[config.mk]
export PLATFORM = sky130hd
export DESIGN_NAME = wfm_regs
export DESIGN_NICKNAME = d
export VERILOG_FILES = /design/src/hdl/wfm_pkg.sv /design/src/hdl/wfm_cmp_bit.sv /design/src/hdl/wfm_regs.sv
export SDC_FILE = /design/constraint.sdc
export NUM_CORES = 1
export LEC_CHECK = 0
export BUFFER_PORTS_ARGS = -buffer_cell sky130_fd_sc_hd__buf_2
export CAP_MARGIN = 20
export CORE_UTILIZATION = 44
export DETAILED_ROUTE_END_ITERATION = 8
export PLACE_DENSITY = 0.88
export SLEW_MARGIN = 0
export SYNTH_ARGS = -nofsm -noshare
export SYNTH_HDL_FRONTEND = slang
export SYNTH_HIERARCHICAL = 1
export SYNTH_SLANG_ARGS = --single-unit
[constraint.sdc]
create_clock -name CLOCK -period 1.4 [get_ports CLOCK]
set_input_delay 0.07 -clock CLOCK [delete_from_list [all_inputs] [get_ports CLOCK]]
set_output_delay 0.07 -clock CLOCK [all_outputs]
set_load 0.005 [all_outputs]
[src/hdl/wfm_pkg.sv]
// Functional notes
// (RULE1) Mask one: identifier bit is compared
// (RULE2) Mask zero: identifier bit is ignored
// (RULE3) Mask layout 15:8 and 6:2, rest reserved
// (RULE4) Reserved bits read zero, ignore writes
// (RULE5) Length code four bits at 3:0
// (RULE6) Codes eight to fifteen mean eight bytes
// (RULE7) Code zero means zero bytes, cleared state
// (RULE8) Received code must equal configured bitwise
// (RULE9) Extension bit selects 11 or 29 bit
// (RULE10) Restart keeps fields; power-on clears all
package wfm_pkg;
  // Register addresses on the serial port
  localparam logic [6:0]  WFM_ADDR_MASK    = 7'h35;
  localparam logic [6:0]  WFM_ADDR_DLC     = 7'h36;
  // Writable field positions
  localparam int          WFM_MASK_HI_LSB  = 8;
  localparam int          WFM_MASK_LO_LSB  = 2;
  // Writable-bit masks of each register
  localparam logic [15:0] WFM_MASK_WMASK   = 16'hff7c;
  localparam logic [15:0] WFM_DLC_WMASK    = 16'h000f;
  // Reset values
  localparam logic [15:0] WFM_RESET_VAL    = 16'h0000;
  // Longest payload in bytes
  localparam logic [3:0]  WFM_MAX_BYTES    = 4'h8;

  // Register-port request
  typedef struct packed {
    logic        wr;    // Write strobe
    logic        rd;    // Read strobe
    logic [6:0]  addr;  // Register address
    logic [15:0] wdata; // Write data
  } wfm_req_t;

  // Frame fields from the matching engine
  typedef struct packed {
    logic        ide;   // Extended identifier received
    logic [12:0] id;    // Identifier bits 12..0
    logic [3:0]  dlc;   // Received length code
  } wfm_frame_t;

  // Block state
  typedef struct packed {
    logic [15:0] mask;  // Mask register image
    logic [15:0] dlc;   // Length-code register image
    logic [15:0] rdata; // Read data register
  } wfm_state_t;
endpackage : wfm_pkg

[src/hdl/wfm_cmp_bit.sv]
`timescale 1ns/1ps
// One identifier bit compare under its mask
module wfm_cmp_bit
(
  input  wire logic mask_bit,
  input  wire logic cfg_bit,
  input  wire logic rx_bit,
  output logic      bit_ok
);
  // Masked bit must agree, unmasked bit always agrees
  assign bit_ok = ~mask_bit | (cfg_bit == rx_bit); // RULE1 RULE2
endmodule : wfm_cmp_bit

[src/hdl/wfm_regs.sv]
`timescale 1ns/1ps
module wfm_regs
(
  input  wire logic              CLOCK,
  input  wire logic              RESET,
  input  wire logic              RESTART,
  input  wire wfm_pkg::wfm_req_t REQ,
  output logic [15:0]            RDATA,
  output logic [12:0]            ID_MASK,
  output logic [3:0]             CFG_DLC,
  output logic [3:0]             CFG_BYTES,
  input  wire logic [12:0]       CFG_ID,
  input  wire logic              CFG_IDE,
  input  wire wfm_pkg::wfm_frame_t RX,
  output logic                   LOW_ID_OK,
  output logic                   DLC_OK,
  output logic                   IDE_OK
);
  wfm_pkg::wfm_state_t s_q;   // Registered state
  wfm_pkg::wfm_state_t s_d;   // Next state
  logic [12:0]         bit_ok; // Per-bit compare results

  // Next state: writes, reads, restart
  always_comb
  begin
    s_d = s_q;
    if (REQ.wr && REQ.addr == wfm_pkg::WFM_ADDR_MASK)
    begin
      // Only writable positions take data
      s_d.mask = REQ.wdata & wfm_pkg::WFM_MASK_WMASK; // RULE3 RULE4
    end
    if (REQ.wr && REQ.addr == wfm_pkg::WFM_ADDR_DLC)
    begin
      // Four-bit code, upper bits stay zero
      s_d.dlc = REQ.wdata & wfm_pkg::WFM_DLC_WMASK; // RULE5 RULE4
    end
    if (REQ.rd)
    begin
      // Decode read, unmapped reads zero
      case (REQ.addr)
        wfm_pkg::WFM_ADDR_MASK: s_d.rdata = s_q.mask & wfm_pkg::WFM_MASK_WMASK; // RULE4
        wfm_pkg::WFM_ADDR_DLC:  s_d.rdata = s_q.dlc & wfm_pkg::WFM_DLC_WMASK;   // RULE4
        default:                s_d.rdata = wfm_pkg::WFM_RESET_VAL;
      endcase
    end
    if (RESTART)
    begin
      // Restart keeps fields, scrubs reserved bits
      s_d.mask = s_q.mask & wfm_pkg::WFM_MASK_WMASK; // RULE10
      s_d.dlc  = s_q.dlc & wfm_pkg::WFM_DLC_WMASK;   // RULE10
    end
  end

  // State register, power-on reset clears all; restart does not
  always_ff @(posedge CLOCK)
  begin
    if (RESET)
    begin
      s_q <= '0; // RULE10 RULE7
    end
    else
    begin
      s_q <= s_d;
    end
  end

  // Mask vector for the matcher, bit 12 down to 0
  assign ID_MASK = {s_q.mask[15:wfm_pkg::WFM_MASK_HI_LSB],
                    s_q.mask[6:wfm_pkg::WFM_MASK_LO_LSB]}; // RULE3
  assign CFG_DLC   = s_q.dlc[3:0]; // RULE5
  // Payload bytes implied by the code
  assign CFG_BYTES = s_q.dlc[3] ? wfm_pkg::WFM_MAX_BYTES : s_q.dlc[3:0]; // RULE6 RULE7
  assign RDATA     = s_q.rdata;

  // One compare cell per identifier bit
  genvar g;
  generate
    for (g = 0; g < 13; g++)
    begin : g_cmp
      wfm_cmp_bit u_bit
      (
        .mask_bit (ID_MASK[g]),
        .cfg_bit  (CFG_ID[g]),
        .rx_bit   (RX.id[g]),
        .bit_ok   (bit_ok[g])
      );
    end
  endgenerate

  assign LOW_ID_OK = &bit_ok;                 // RULE1 RULE2
  assign DLC_OK    = (RX.dlc == s_q.dlc[3:0]); // RULE8
  assign IDE_OK    = (RX.ide == CFG_IDE);      // RULE9
endmodule : wfm_regs

==> run summary <==
final setup fails -> 0
register area -> 642 sq um
hold depth -> 3
FF-to-FF setup slack -> 280 ps
setup TNS -> 0 ps
Clock Pin Slew Worst Setup and Hold Paths -> 60 ps
Skew-Pair Late Insertion Delay -> 270 ps
initial antenna violation count -> 0
leakage -> 1.09 nW
CTS sink cnt -> 32
Reg2Reg Depth -> 3
Max-slew headroom -> 64.9%
Clock Tree Buf Depth -> 2
via/cell ratio -> 5.06
HP Start -> REQ[6]
Reg-to-Reg End -> RDATA[3]
Fin. Hold Viols -> 0
clock share of power -> 38.1%
Initial DRC Count -> 61
H-tree depth -> 2
Slew Limit Fails -> 0
CTS tree -> yes
Ys Warns -> 6
Cells after DPL -> 334
Critical Path Start -> CFG_DLC[2]
core area -> 0.00374 sq mm
Die X -> 65.0 um
via count -> 1735
CTS buffer count -> 5
CP arrival -> 1220 ps
gr usage total -> 21.5%
Post-layout nets -> 354
Flop pwr share -> 49.6%
TritonRoute pass-1 iters -> 5
final non-filler cell total -> 343
CP Launch Type -> register
DR WL/cell -> 12.5 um
Final WS setup -> 113 ps
combinational power share -> 12.4%
switching pwr -> 0.413 mW
Final ANT Viol Nets -> 0
Hold-fix buffers, CTS -> 0
Ant. Diodes -> 0
Hold Path End -> ID_MASK[4]
critical path required time -> 1330 ps
Worst Setup End Kind -> output pin
total wire length -> 4.28 mm
Cell Pwr Density -> 783 mW/mm^2
number of buffers added on ports -> 97
share of layout cells above drive strength 1 -> 39.0%
FILL cells -> 339
Setup Skew -> 5.25 ps
Mapped Cells -> 196
Pint -> 1.44 mW
post-synthesis register bit count -> 32
CTS Root Cell -> clkbuf_8
Place WS -> 245 ps
worst reg2reg startpoint -> ID_MASK[1]
Rows -> 22
DIE AREA -> 0.00422 sq mm
DRC -> 0
sequential area share after synthesis -> 36.7%
Mapped Area -> 0.00175 sq mm
Worst Tran Pin Value -> 527 ps
Max IR drop VDD -> 0.000770 V
crit path max fanout -> 4
die height -> 65.0 um
starting density of the core -> 46.6%
vias in the first global route -> 1597
post-route minimum period -> 1290 ps
post-synthesis cell type count -> 26
area added between synthesis and finish -> 35.3%
GP Congestion -> 0.830
outcome -> finished clean
first-pass GRT wire length -> 7.09 mm
Critical Setup Path Class -> register to output pin
Syn Nets -> 256
Sw Ratio -> 22.3%
dpl hpwl -> 3.28 mm
pin count of the biggest net entering global routing -> 40
RSZ-0062 raised after global routing -> false
Max Fclk -> 0.777 GHz
final period utilization -> 91.9%
Max Cap Viol -> 0
multi-input logic area -> 0.00102 sq mm
grt total ovfl -> 0
# IOs -> 100
Mapped Avg Cell Area -> 8.91 sq um
hold crit path type -> primary input to register
==> sequential cells by signal (all words and copies together), names as in the netlist <==
signal,cells
RDATA,15
ID_MASK,13
CFG_DLC,4
==> what timing repair did <==
| action | in CTS | in global routing |
|---|---|---|
| setup buffers | 0 | 1 |
| endpoints found under the setup margin | 0 | 2 |
| gates resized for setup | 0 | 2 |
==> kinds of logic after synthesis <==
kind of cell / Yosys count / share of synthesized area, %
flip-flops: 32 / 36.7
AO/OA/AOI/OAI: 25 / 8.60
multiplexers: 13 / 7.45
other: 1 / 0.215
XOR/XNOR: 18 / 9.03
buffers and inverters: 14 / 4.95
AND/OR/NAND/NOR: 93 / 33.0
==> layout make-up <==
| cell class | instances | area share (%) |
|---|---|---|
| multi-input combinational | 150 | 43.4 |
| sequential | 32 | 27.2 |
| timing repair buffer | 105 | 23.1 |
| clock buffer | 8 | 3.81 |
| tap | 48 | 2.54 |
==> power groups by stage <==
stage               clock network (mW)  logic (mW)  registers [mW]
floorplan                            0       0.111           0.936
global placement                     0       0.219           0.936
detailed placement                   0       0.227           0.937
CTS                              0.710       0.228           0.916
global route                     0.756       0.250           0.916
finish                           0.704       0.229           0.917
==> metal layers <==
metal | track usage [%] | part of all wire, % | vias up
met1 | 26.8 | 44 | 785
li1 | - | - | 877
met4 | 6.11 | 1.1 | 0
met5 | 0 | 0 | -
met3 | 4.93 | 6.1 | 5
met2 | 36.7 | 49 | 68
==> cell usage in the layout, fill, tap and decap left out, types with 2 or more instances in the layout <==
cell type   n
buf_2      97
nand2b_1   41
dfxtp_1    31
nand4_1    19
xor2_1     17
a21oi_1    17
nand2_1    14
mux2i_1    13
buf_4       8
clkbuf_8    6
nand3b_1    5
nor2b_1     4
o31ai_1     4
nand3_1     2
a2111oi_0   2
o22a_1      2
clkbuf_1    2
==> worst max-delay path by stage <==
stage	depth (start not counted)	end	slack (ps)
finish	4	DLC_OK	110
floorplan	3	RDATA[3]	290
detailed placement	4	ID_MASK[8]	250
global placement	4	ID_MASK[10]	300
global route	4	DLC_OK	4
CTS	4	DLC_OK	50
==> cells in the mapped netlist <==
library cell | number | area share, %
xnor2_1 | 1 | 0.50
dfxtp_1 | 32 | 37
and4bb_4 | 1 | 0.93
buf_4 | 3 | 1.3
nor2b_1 | 4 | 1.4
nand3_1 | 2 | 0.57
nand4_1 | 19 | 6.8
nand4bb_1 | 1 | 0.65
a2111oi_0 | 2 | 1.0
conb_1 | 1 | 0.21
clkbuf_1 | 5 | 1.1
nand3b_1 | 5 | 2.2
o31ai_1 | 4 | 1.7
nor4_1 | 2 | 0.72
buf_12 | 1 | 1.1
o22a_1 | 2 | 1.0
mux2i_1 | 13 | 7.5
nand2_1 | 14 | 3.0
and3_4 | 1 | 0.65
nand2b_1 | 41 | 15
and4bb_1 | 1 | 0.72
buf_2 | 5 | 1.4
and3b_1 | 1 | 0.50
nor2_1 | 1 | 0.21
xor2_1 | 17 | 8.5
a21oi_1 | 17 | 4.9
==> worst max-delay path, stage by stage (launching register included) <==
cell and delay [ps]:
dfxtp_2 320, buf_4 140, xor2_1 140, nor4_1 200
buf_2 150
==> stage by stage <==
step	util (%)	power [mW]	cell area, sq um	hold slack [ps]
floorplan	-	1.05	1750	190
global placement	60.3	1.16	2260	333
detailed placement	60.3	1.16	2260	338
CTS	62.7	1.86	2350	50.5
global route	63.1	1.92	2360	52.7
finish	63.1	1.85	2360	51.4
Note: power is estimated with default switching activity, not from simulation.
